### src/shared/codec_irq_pkg.sv
// Purpose: constants and types of the interrupt status block
// Assumes: 16-bit registers reached at their word addresses
// Notes:   named constants; the design also writes level codes 0D to 0F as literals
package codec_irq_pkg;
	// -----------------------------------------------------------
	// Register addresses
	// -----------------------------------------------------------
	localparam logic [15:0] ADDR_PIN6_CFG    = 16'h0205;
	localparam logic [15:0] ADDR_FLAGS_GPIO  = 16'h0230;
	localparam logic [15:0] ADDR_FLAGS_SYS   = 16'h0231;
	localparam logic [15:0] ADDR_MASK_GPIO   = 16'h0238;
	localparam logic [15:0] ADDR_MASK_SYS    = 16'h0239;
	localparam logic [15:0] ADDR_DEBOUNCE    = 16'h0248;
	// -----------------------------------------------------------
	// Field layouts and reset values
	// -----------------------------------------------------------
	localparam int          POS_PIN6_FLAG    = 5;
	localparam int          POS_PIN5_FLAG    = 4;
	localparam logic [15:0] GPIO_FLAG_BITS   = 16'h0030;
	localparam logic [15:0] SYS_FLAG_BITS    = 16'hFFED;
	localparam logic [15:0] FLAGS_RST        = 16'h0000;
	localparam logic [15:0] MASK_GPIO_RST    = 16'h0030;
	localparam logic [15:0] MASK_SYS_RST     = 16'hFFFF;
	localparam logic [15:0] DB_EN_BITS       = 16'h003F;
	localparam logic [15:0] DB_EN_RST        = 16'h003F;
	localparam logic [15:0] DB_SRC_BITS      = 16'h002D;
	localparam logic [4:0]  FN_RST           = 5'h00;
	// -----------------------------------------------------------
	// Pin 6 function codes
	// -----------------------------------------------------------
	localparam logic [4:0] FN_IRQ        = 5'h03;
	localparam logic [4:0] FN_OVERHEAT   = 5'h04;
	localparam logic [4:0] FN_PLL2       = 5'h06;
	localparam logic [4:0] FN_PLL3       = 5'h07;
	localparam logic [4:0] FN_FLL        = 5'h09;
	localparam logic [4:0] FN_RANGE      = 5'h0A;
	localparam logic [4:0] FN_SEQ        = 5'h0B;
	localparam logic [4:0] FN_LVL_FIRST  = 5'h0C;
	localparam logic [4:0] FN_LVL_LAST   = 5'h10;
	localparam logic [4:0] FN_FIFO       = 5'h11;
	localparam logic [4:0] FN_OUT_CLK    = 5'h12;
	localparam logic [4:0] FN_DMIC_CLK   = 5'h13;
	localparam logic [4:0] FN_DMIC_DATA  = 5'h14;
	localparam logic [4:0] FN_MIC_DET    = 5'h15;
	localparam logic [4:0] FN_MIC_SHORT  = 5'h16;
	// -----------------------------------------------------------
	// Timing
	// -----------------------------------------------------------
	localparam int         CLK_PERIOD_NS = 100;
	localparam int         DB_TIME_NS    = 1000;
	localparam int         DB_CYC_INT    =
		(DB_TIME_NS + CLK_PERIOD_NS - 1) / CLK_PERIOD_NS;
	localparam logic [7:0] DB_LAST       = 8'(DB_CYC_INT - 1);
	// -----------------------------------------------------------
	// Event sources, laid out as the system flag register
	// -----------------------------------------------------------
	typedef struct packed {
		logic mic_short;
		logic mic_detect;
		logic fifo_error;
		logic level_lock;
		logic level_threshold;
		logic level_saturation;
		logic peak_overload;
		logic noise_gate;
		logic sequencer_done;
		logic range_activity;
		logic freq_loop_lock;
		logic spare4;
		logic third_pll_lock;
		logic second_pll_lock;
		logic spare1;
		logic overheat;
	} sys_evt_t;
endpackage

### src/design/codec_irq.sv
// Purpose: interrupt flags, masks and pin 6 routing
// Assumes: event sources are asynchronous levels
// Notes:   flags set on a rising source level
//
// Operation
// - Flags sticky, cleared by writing one
// - Pin flags at bits 5 and 4
// - Mic short bit 15, detect 14
// - FIFO error flag at bit 13
// - Level control flags at bits 12..8
// - Sequencer done flag at bit 7
// - Range controller activity at bit 6
// - Loop lock 5, PLL locks 3, 2
// - Overheat flag at bit 0
// - All flags reset to zero
// - Mask per flag, one masks, resets one
// - System mask bits match flag positions
// - Pin 6 codes select event outputs
// - Codes route clocks and mic data
// - Codes drive mic detect, short levels
// - PLL, loop lock, overheat sources debounced
//
// The strobed register port was left to the implementer.
`timescale 1ns/100ps
module codec_irq
	import codec_irq_pkg::*;
(
	input  wire logic        clock_i,
	input  wire logic        nrst_i,
	input  wire logic [15:0] addr_i,
	input  wire logic [15:0] wdata_i,
	input  wire logic        wr_i,
	input  wire logic        rd_i,
	output logic      [15:0] rdata_o,
	input  wire sys_evt_t    events_i,
	input  wire logic        pin5_i,
	input  wire logic        pin6_i,
	output logic             pin6_o,
	output logic             pin6_oe_o,
	input  wire logic        output_clock_i,
	input  wire logic        dmic_clk_i,
	output logic             dmic_data_o,
	output logic             irq_o
);
	// -----------------------------------------------------------
	// Address decode
	// -----------------------------------------------------------
	// Exact word match on the register port
	function automatic logic hit(input logic [15:0] a,
		input logic [15:0] off);
		hit = (a == off);
	endfunction

	// -----------------------------------------------------------
	// Declarations
	// -----------------------------------------------------------
	logic [17:0] raw;            // Pins and sources together
	logic [17:0] sync1_r;        // First stage, read only below
	logic [17:0] sync2_r;        // Safe synchronised levels
	logic [15:0] lvl;            // Source levels after debounce
	logic [17:0] lvl_all;        // Sources plus pin levels
	logic [17:0] prev_r;         // Last levels, for edges
	logic [17:0] rise;           // Rising edges this cycle
	logic [15:0] st_gpio_r;      // Pin flag register
	logic [15:0] st_sys_r;       // System flag register
	logic [15:0] mask_gpio_r;    // Pin mask register
	logic [15:0] mask_sys_r;     // System mask register
	logic [15:0] dben_r;         // Debounce enables
	logic [4:0]  fn_r;           // Pin 6 function select
	logic [15:0] set_gpio;       // Pin flag set terms
	logic [15:0] set_sys;        // System flag set terms
	logic [15:0] clr_gpio;       // Pin flag clear terms
	logic [15:0] clr_sys;        // System flag clear terms
	logic        pend;           // Any unmasked flag
	logic        p6_val;         // Pin 6 output value
	logic        p6_oe;          // Pin 6 output enable
	logic [15:0] rd_val;         // Read mux value
	logic [15:0] rdata_r;        // Read data register
	logic        irq_r;          // Interrupt register
	logic        pin6_r;         // Pin 6 output register
	logic        pin6_oe_r;      // Pin 6 enable register
	logic        dmic_r;         // Mic data register

	// -----------------------------------------------------------
	// Input synchronisers
	// -----------------------------------------------------------
	assign raw = {pin6_i, pin5_i, events_i};
	// Two stages; the first one feeds only the second
	always_ff @(posedge clock_i) begin
		if (!nrst_i) begin
			sync1_r <= '0;
			sync2_r <= '0;
		end else begin
			sync1_r <= raw;
			sync2_r <= sync1_r;
		end
	end

	// -----------------------------------------------------------
	// Debounce of lock and overheat sources
	// -----------------------------------------------------------
	// A source level is taken only after it has differed from
	// the held level for the full debounce time; glitches on a
	// lock line then never raise a flag
	genvar gi;
	generate
		for (gi = 0; gi < 16; gi++) begin : g_src
			if (DB_SRC_BITS[gi]) begin : g_db
				logic [7:0] cnt_r;   // Cycles of difference
				logic       stab_r;  // Held stable level
				always_ff @(posedge clock_i) begin
					if (!nrst_i) begin
						cnt_r  <= 8'h00;
						stab_r <= 1'b0;
					end else if (!dben_r[gi]) begin
						// Filter off: follow the source
						cnt_r  <= 8'h00;
						stab_r <= sync2_r[gi];
					end else if (sync2_r[gi] == stab_r) begin
						cnt_r  <= 8'h00;
					end else if (cnt_r == DB_LAST) begin
						// Held long enough: accept
						cnt_r  <= 8'h00;
						stab_r <= sync2_r[gi];
					end else begin
						cnt_r  <= cnt_r + 8'h01;
					end
				end
				assign lvl[gi] = stab_r;
			end else begin : g_direct
				assign lvl[gi] = sync2_r[gi];
			end
		end
	endgenerate

	// -----------------------------------------------------------
	// Edge detection
	// -----------------------------------------------------------
	assign lvl_all = {sync2_r[17:16], lvl};
	assign rise    = lvl_all & ~prev_r;

	// Previous levels; a source high at reset release
	// shows as an event on the first cycles
	always_ff @(posedge clock_i) begin
		if (!nrst_i) begin
			prev_r <= '0;
		end else begin
			prev_r <= lvl_all;
		end
	end

	// -----------------------------------------------------------
	// Flag set and clear terms
	// -----------------------------------------------------------
	always_comb begin
		set_gpio = 16'h0000;
		// pin flag positions
		// Pin 6 edges count only while the pin is an input
		set_gpio[POS_PIN6_FLAG] = rise[17] & ~pin6_oe_r;
		set_gpio[POS_PIN5_FLAG] = rise[16];
		set_sys = rise[15:0] & SYS_FLAG_BITS;
		clr_gpio = (wr_i && hit(addr_i, ADDR_FLAGS_GPIO)) ?
			wdata_i : 16'h0000;
		clr_sys  = (wr_i && hit(addr_i, ADDR_FLAGS_SYS)) ?
			wdata_i : 16'h0000;
	end

	// -----------------------------------------------------------
	// Flag registers
	// -----------------------------------------------------------
	// A set in the same cycle as its clear wins, so no
	// event is lost to a racing acknowledge
	always_ff @(posedge clock_i) begin
		if (!nrst_i) begin
			st_gpio_r <= FLAGS_RST;
			st_sys_r  <= FLAGS_RST;
		end else begin
			st_gpio_r <= ((st_gpio_r & ~clr_gpio) | set_gpio)
				& GPIO_FLAG_BITS;
			st_sys_r  <= ((st_sys_r & ~clr_sys) | set_sys)
				& SYS_FLAG_BITS;
		end
	end

	// -----------------------------------------------------------
	// Mask, debounce and function registers
	// -----------------------------------------------------------
	// Masks reset to masked; spare system bits are kept
	// as written, the host is expected to leave them at one
	always_ff @(posedge clock_i) begin
		if (!nrst_i) begin
			mask_gpio_r <= MASK_GPIO_RST;
			mask_sys_r  <= MASK_SYS_RST;
		end else if (wr_i) begin
			if (hit(addr_i, ADDR_MASK_GPIO)) begin
				mask_gpio_r <= wdata_i & GPIO_FLAG_BITS;
			end
			if (hit(addr_i, ADDR_MASK_SYS)) begin
				mask_sys_r <= wdata_i;
			end
		end
	end
	// Debounce enables, on at reset
	always_ff @(posedge clock_i) begin
		if (!nrst_i) begin
			dben_r <= DB_EN_RST;
		end else if (wr_i && hit(addr_i, ADDR_DEBOUNCE)) begin
			dben_r <= wdata_i & DB_EN_BITS;
		end
	end
	// Pin 6 function select
	always_ff @(posedge clock_i) begin
		if (!nrst_i) begin
			fn_r <= FN_RST;
		end else if (wr_i && hit(addr_i, ADDR_PIN6_CFG)) begin
			fn_r <= wdata_i[4:0];
		end
	end

	// -----------------------------------------------------------
	// Interrupt output
	// -----------------------------------------------------------
	// unmasked flags raise request
	assign pend = |(st_gpio_r & ~mask_gpio_r) |
		|(st_sys_r & ~mask_sys_r);
	// Registered, so the request follows a flag by one cycle
	always_ff @(posedge clock_i) begin
		if (!nrst_i) begin
			irq_r <= 1'b0;
		end else begin
			irq_r <= pend;
		end
	end

	// -----------------------------------------------------------
	// Pin 6 routing
	// -----------------------------------------------------------
	// Reserved and unused codes leave the pin as an input
	always_comb begin
		p6_val = 1'b0;
		p6_oe  = 1'b1;
		case (fn_r)
			FN_IRQ:       p6_val = irq_r;
			FN_OVERHEAT:  p6_val = lvl[0];
			FN_PLL2:      p6_val = lvl[2];
			FN_PLL3:      p6_val = lvl[3];
			FN_FLL:       p6_val = lvl[5];
			FN_RANGE:     p6_val = lvl[6];
			FN_SEQ:       p6_val = lvl[7];
			FN_LVL_FIRST: p6_val = lvl[8];
			5'h0D:        p6_val = lvl[9];
			5'h0E:        p6_val = lvl[10];
			5'h0F:        p6_val = lvl[11];
			FN_LVL_LAST:  p6_val = lvl[12];
			FN_FIFO:      p6_val = lvl[13];
			FN_OUT_CLK:   p6_val = output_clock_i;
			FN_DMIC_CLK:  p6_val = dmic_clk_i;
			FN_DMIC_DATA: p6_oe  = 1'b0;
			FN_MIC_DET:   p6_val = lvl[14];
			FN_MIC_SHORT: p6_val = lvl[15];
			default:      p6_oe  = 1'b0;
		endcase
	end

	// Pin drivers and mic data, all from flip-flops
	always_ff @(posedge clock_i) begin
		if (!nrst_i) begin
			pin6_r    <= 1'b0;
			pin6_oe_r <= 1'b0;
			dmic_r    <= 1'b0;
		end else begin
			pin6_r    <= p6_val;
			pin6_oe_r <= p6_oe;
			dmic_r    <= (fn_r == FN_DMIC_DATA) & sync2_r[17];
		end
	end

	// -----------------------------------------------------------
	// Register read port
	// -----------------------------------------------------------
	// Unmapped addresses read zero
	always_comb begin
		rd_val = 16'h0000;
		case (addr_i)
			ADDR_PIN6_CFG:   rd_val = {11'h000, fn_r};
			ADDR_FLAGS_GPIO: rd_val = st_gpio_r;
			ADDR_FLAGS_SYS:  rd_val = st_sys_r;
			ADDR_MASK_GPIO:  rd_val = mask_gpio_r;
			ADDR_MASK_SYS:   rd_val = mask_sys_r;
			ADDR_DEBOUNCE:   rd_val = dben_r;
			default:         rd_val = 16'h0000;
		endcase
	end
	// Data stand for the one cycle after the strobe only
	always_ff @(posedge clock_i) begin
		if (!nrst_i) begin
			rdata_r <= 16'h0000;
		end else begin
			rdata_r <= rd_i ? rd_val : 16'h0000;
		end
	end
	assign rdata_o     = rdata_r;
	assign irq_o       = irq_r;
	assign pin6_o      = pin6_r;
	assign pin6_oe_o   = pin6_oe_r;
	assign dmic_data_o = dmic_r;
endmodule

### config.mk
export PLATFORM = sky130hd
export DESIGN_NAME = codec_irq
export DESIGN_NICKNAME = d
export VERILOG_FILES = /design/src/shared/codec_irq_pkg.sv /design/src/design/codec_irq.sv
export SDC_FILE = /design/constraint.sdc
export NUM_CORES = 1
export LEC_CHECK = 0
export ABC_AREA = 1
export ABC_CLOCK_PERIOD_IN_PS = 1400
export BUFFER_PORTS_ARGS = -buffer_cell sky130_fd_sc_hd__buf_4
export CAP_MARGIN = 15
export CORE_ASPECT_RATIO = 0.6
export CORE_MARGIN = 2
export CORE_UTILIZATION = 40
export DETAILED_ROUTE_END_ITERATION = 8
export SYNTH_ARGS = -nofsm -noshare
export SYNTH_HDL_FRONTEND = slang
export SYNTH_SLANG_ARGS = --single-unit
### constraint.sdc
create_clock -name clock_i -period 1.4 [get_ports clock_i]
set_input_delay 0.14 -clock clock_i [delete_from_list [all_inputs] [get_ports clock_i]]
set_output_delay 0.14 -clock clock_i [all_outputs]
set_load 0.02 [all_outputs]
== After elaboration in Yosys (flattened, before gate mapping) ==
Cells that the tools add are included.
Widths: inputs -> output; s select.
Storage, ports and cells
  flip-flop bits (word level): 157
Cells by class
  equality and inequality tests: 40
  bitwise logic cells: 21
  reduce and logical (&&, ||, !) cells: 18
  mux-type cells: 17
  add/sub/neg operators: 4
Operators with widths (count)
  $eq 16x10->1 const B: 6
  $pmux 16 s6: 1
  $eq 5x4->1 const B: 7
  $eq 5x5->1 const B: 7
  $add 8x1->8 const B: 4
  $and 16x16->16: 2
  $eq 8x4->1 const B: 4
  $not 16->16: 2
  $reduce_or 16->1: 2
  $and 18x18->18: 1
  $not 18->18: 1
  $pmux 1 s17: 1
  $reduce_or 17->1: 1
  $and 6x16->16: 1
  $mux 16: 1
  $not 6->16: 1
  $or 16x16->16: 1
  $reduce_or 4->1: 4
  $eq 5x3->1 const B: 3
  $reduce_and 2->1: 7
  $mux 1: 13
  $ne 2x1->1 const B: 4
  $ne 2x2->1 const B: 4
  $and 6x6->6: 1
  other kinds (9): 21

== Depth between registers and ports, before layout ==
  depth after elaboration: 6
  gate-level depth with buffers: 11
  depth with buffers taken out: 10

== Worst setup path after synthesis ==
OpenSTA, ideal clock, no wires.
  kind: register to register
  start: register g_src[0].g_db.cnt_r[1]
  end: register g_src[0].g_db.cnt_r[0]
  slack: 0.082 ns
  data arrival time: 1.249 ns
  setup time: 0.070 ns
  data required time: 1.330 ns
  cell stages (with the launch flop): 7
  cells stage by stage: dfxtp_1 > inv_1 > ha_1 > nor3b_1 > a21boi_0 > nand3_1 > nor2_1
On the way
  cells in the longest elaborated chain, start to end: 2
RTL lines
  from (decl): line codec_irq.sv:109  | logic [7:0] cnt_r;
  from (signal assigned): line codec_irq.sv:126  | cnt_r <= cnt_r + 8'h01;
  $eq 8x4->1: line codec_irq.sv:121  | end else if (cnt_r == DB_LAST) begin
  $reduce_or 4->1 (no source line)
Every way passes these cells.
A chain may end at the register's enable or synchronous reset.

== Worst setup path in the final report ==
  start: register g_src[0].g_db.cnt_r[1]
  end: register g_src[0].g_db.cnt_r[4]
On the way
  cells in the longest elaborated chain, start to end: 2
  elaborated cells between the ends (all ways): 3
  those cells by class: 1 x add/sub; 1 x eq/ne; 1 x reduce/logical
RTL lines
  branches (longest 2 deep; another with $add 8x1->8)
Several ways; the timed one is not identified.

==> run metrics <==
RR Endpoint g_src[0].g_db.cnt_r[4]; Clock Tree Root clkbuf_16; Net Switching 2116 uW; Antenna diodes 0; I/O Buffers 73; Yosys warning total 0; DRT iter0 DRCs 448; sequential share of power 46.9%; Hold Path Sink mask_sys_r[12]; crit end category flip-flop; syn_nets 865; Die ar. 16150 um^2; Fin. Hold Viols 0; RD Place Congestion 0.8495; # setup viols final 0; Critical Setup Path Class reg -> reg; fin crit share 95.54%; hold path depth 3; crit-path max FO 8; Register-to-Register Setup Slack 0.06 ns; synth unique cells 39; Layout Area Growth over Synthesis 31.82%; Peak Freq 747.6 MHz; top cell type's share of synthesized area 49.33%; max_cap viols 0; DR pass1 iterations 5; origin of the critical flop-to-flop path g_src[0].g_db.cnt_r[1]; Clock Path Buffers 2; Detailed Place HPWL 10910 um; post-synth design cell area 6047 um^2; Worst Setup Start Kind flip-flop; Die H 99.24 um; clock latency on the worst-skew pair 0.42 ns; top area cells in the synthesized netlist dfxtp_1 49%, nand2_1 11%, inv_1 7.6%; # DRC 0; number of antenna violations at the first check in global routing 0; initial core utilization 41.32%; largest net degree at the start of global routing 32; Worst-path clk slew 0.06 ns; total track usage 18.97%; clk_skew 0.006735 ns; setup_tns 0 ns; H-tree Lvls 4; Rows 34; FF-to-FF path depth 8; CTS tree built; total congestion overflow 0; static leakage 0.003857 uW; drt via density 4.584; Cell Int Power 7194 uW; register bit count reported by yosys 149; post-synthesis async set-or-reset flop share 0%; vias in the first global route 4725; Avg WL per Cell 12.80 um; Slew HR 78.21%; Max IR drop VDD 0.0006650 V; sw frac 22.73%; Hold Path Class in -> reg; width of the die 162.7 um; min Tclk post-route 1.338 ns; clock sink count 149; top post-synthesis cells by count 177 x nand2_1, 149 x dfxtp_1, 122 x inv_1; I/O Pins 76; most common cell in the netlist nand2_1; combinational power share 4.3%; CORE AREA 14630 um^2; Total Power 9310 uW; hold path start wdata_i[12]; Worst Max-Slew Pin Slew 0.3256 ns; ANT nets after route 0; total wire length 14690 um; first-pass GRT wire length 24180 um; data required time of the worst path 1.75 ns; Seq/Total Area, Yosys 49.33%; ys flop type dfxtp_1; CTS Buf Count 17; cells after synthesis 801; max-slew violations 0; Post-layout nets 1002; Arr. time, crit path 1.69 ns; clock network power share 48.8%; EDFF count, synth 0; outcome completed; Syn Area/Cell 7.549 um^2; routed via count 5262; power per cell area 1168 nW/um^2; share of cells above drive strength 1 20.21%; Yosys top cell by area dfxtp_1
-- cells by family after synthesis --
family	after synthesis	synth area share, %
adders and majority gates	8	1.655
and+or+nand+nor	402	29.80
xor gates and xnor gates	10	1.448
AOI/OAI and AO/OA	83	7.759
DFF	149	49.33
buffers and inverters	149	10.01
-- per-stage QoR --
stage	hold slack, ns	area [um^2]	worst slack, ns	cells	util, %
final	0.01376	7971	0.06245	1148	54.47
after global routing	0.01322	7971	-0.004682	1148	54.47
after CTS	0.007083	7910	0.0002618	1148	54.05
after detailed placement	0.3249	7081	-0.1464	1094	48.38
after global placement	0.3222	7081	-0.1066	1094	48.38
after floorplan	0.2376	6047	0.08155	801	-
-- flip-flops by register name, indices dropped and copies added, names as in the netlist, 4 cells and up --
name / count
sync1_r: 16
g_src.g_db.stab_r: 4
fn_r: 5
sync2_r: 16
prev_r: 16
st_sys_r: 14
g_src.g_db.cnt_r: 32
mask_sys_r: 16
rdata_o: 16
dben_r: 6
-- per-layer routing --
| layer | GRT usage, % | share of wire (%) | vias up |
|---|---|---|---|
| met5 | 0 | 0 | - |
| met4 | 4.425 | 0.90 | 0 |
| met3 | 4.629 | 6.0 | 17 |
| met2 | 24.48 | 37 | 155 |
| met1 | 30.72 | 56 | 2281 |
| li1 | - | - | 2809 |
-- worst max path at each step --
stage | startpoint | endpoint | slack [ns] | depth (start not counted)
detailed placement | addr_i[11] | rdata_o[5] | -0.15 | 10
floorplan | g_src[0].g_db.cnt_r[1] | g_src[0].g_db.cnt_r[0] | 0.08 | 6
CTS | g_src[0].g_db.cnt_r[1] | g_src[0].g_db.cnt_r[6] | 0.0003 | 8
global route | g_src[5].g_db.cnt_r[0] | g_src[5].g_db.cnt_r[6] | -0.005 | 7
global placement | addr_i[15] | st_sys_r[6] | -0.11 | 10
finish | g_src[0].g_db.cnt_r[1] | g_src[0].g_db.cnt_r[4] | 0.06 | 8
-- critical path: stages (launching register included) --
cell and delay [ns]:
dfxtp_1 0.33, inv_1 0.04, ha_1 0.18, nor3b_1 0.14
a21boi_1 0.14, buf_4 0.15, nand3_2 0.08, buf_6 0.15
nor2_1 0.08
-- power groups by stage --
stage	Sequential, uW	Clock (uW)	Combinational [uW]
after global routing	4370	4830	445
after floorplan	4440	0	146
after detailed placement	4460	0	349
final	4360	4540	404
after CTS	4360	4650	402
after global placement	4450	0	348
-- layout by cell type (no fill, tap or decap), types with 2 or more instances in the layout --
cell type and n:
bufinv_16 2, inv_2 2, nor3_1 12, a21oi_1 20
nor3b_1 4, nor2_2 16, nor4_1 2, xor2_1 7
nor2_1 84, nand4_1 22, o21ai_1 3, o211ai_1 14
a22o_1 2, nand2_1 177, buf_4 117, dfxtp_1 147
nand3_1 61, clkbuf_16 17, and3_1 2, clkinv_4 2
nor2_4 6, inv_1 121, dfxtp_2 2, ha_1 8
inv_8 2, inv_6 6, nor3_2 3, o21ai_0 39
dlygate4sd3_1 23, xnor2_1 3, nand3_2 6, buf_12 2
-- final cells by class --
| type | instances | area (um^2) |
|---|---|---|
| fill | 1431 | 6663 |
| sequential | 149 | 2985 |
| multi-input combinational | 503 | 2522 |
| timing repair buffer | 143 | 1160 |
| inverter | 124 | 465.4 |
| clock buffer | 17 | 425.4 |
| tap | 198 | 247.7 |
| clock inverter | 14 | 165.2 |
-- repair_timing --
action,CTS,global route
hold buffers,23,0
setup buffers,0,0
gates resized for setup,3,17
setup endpoints to repair,9,21
pin swaps,0,1
hold endpoints to repair,24,0
(Power assumes the default switching activity.)
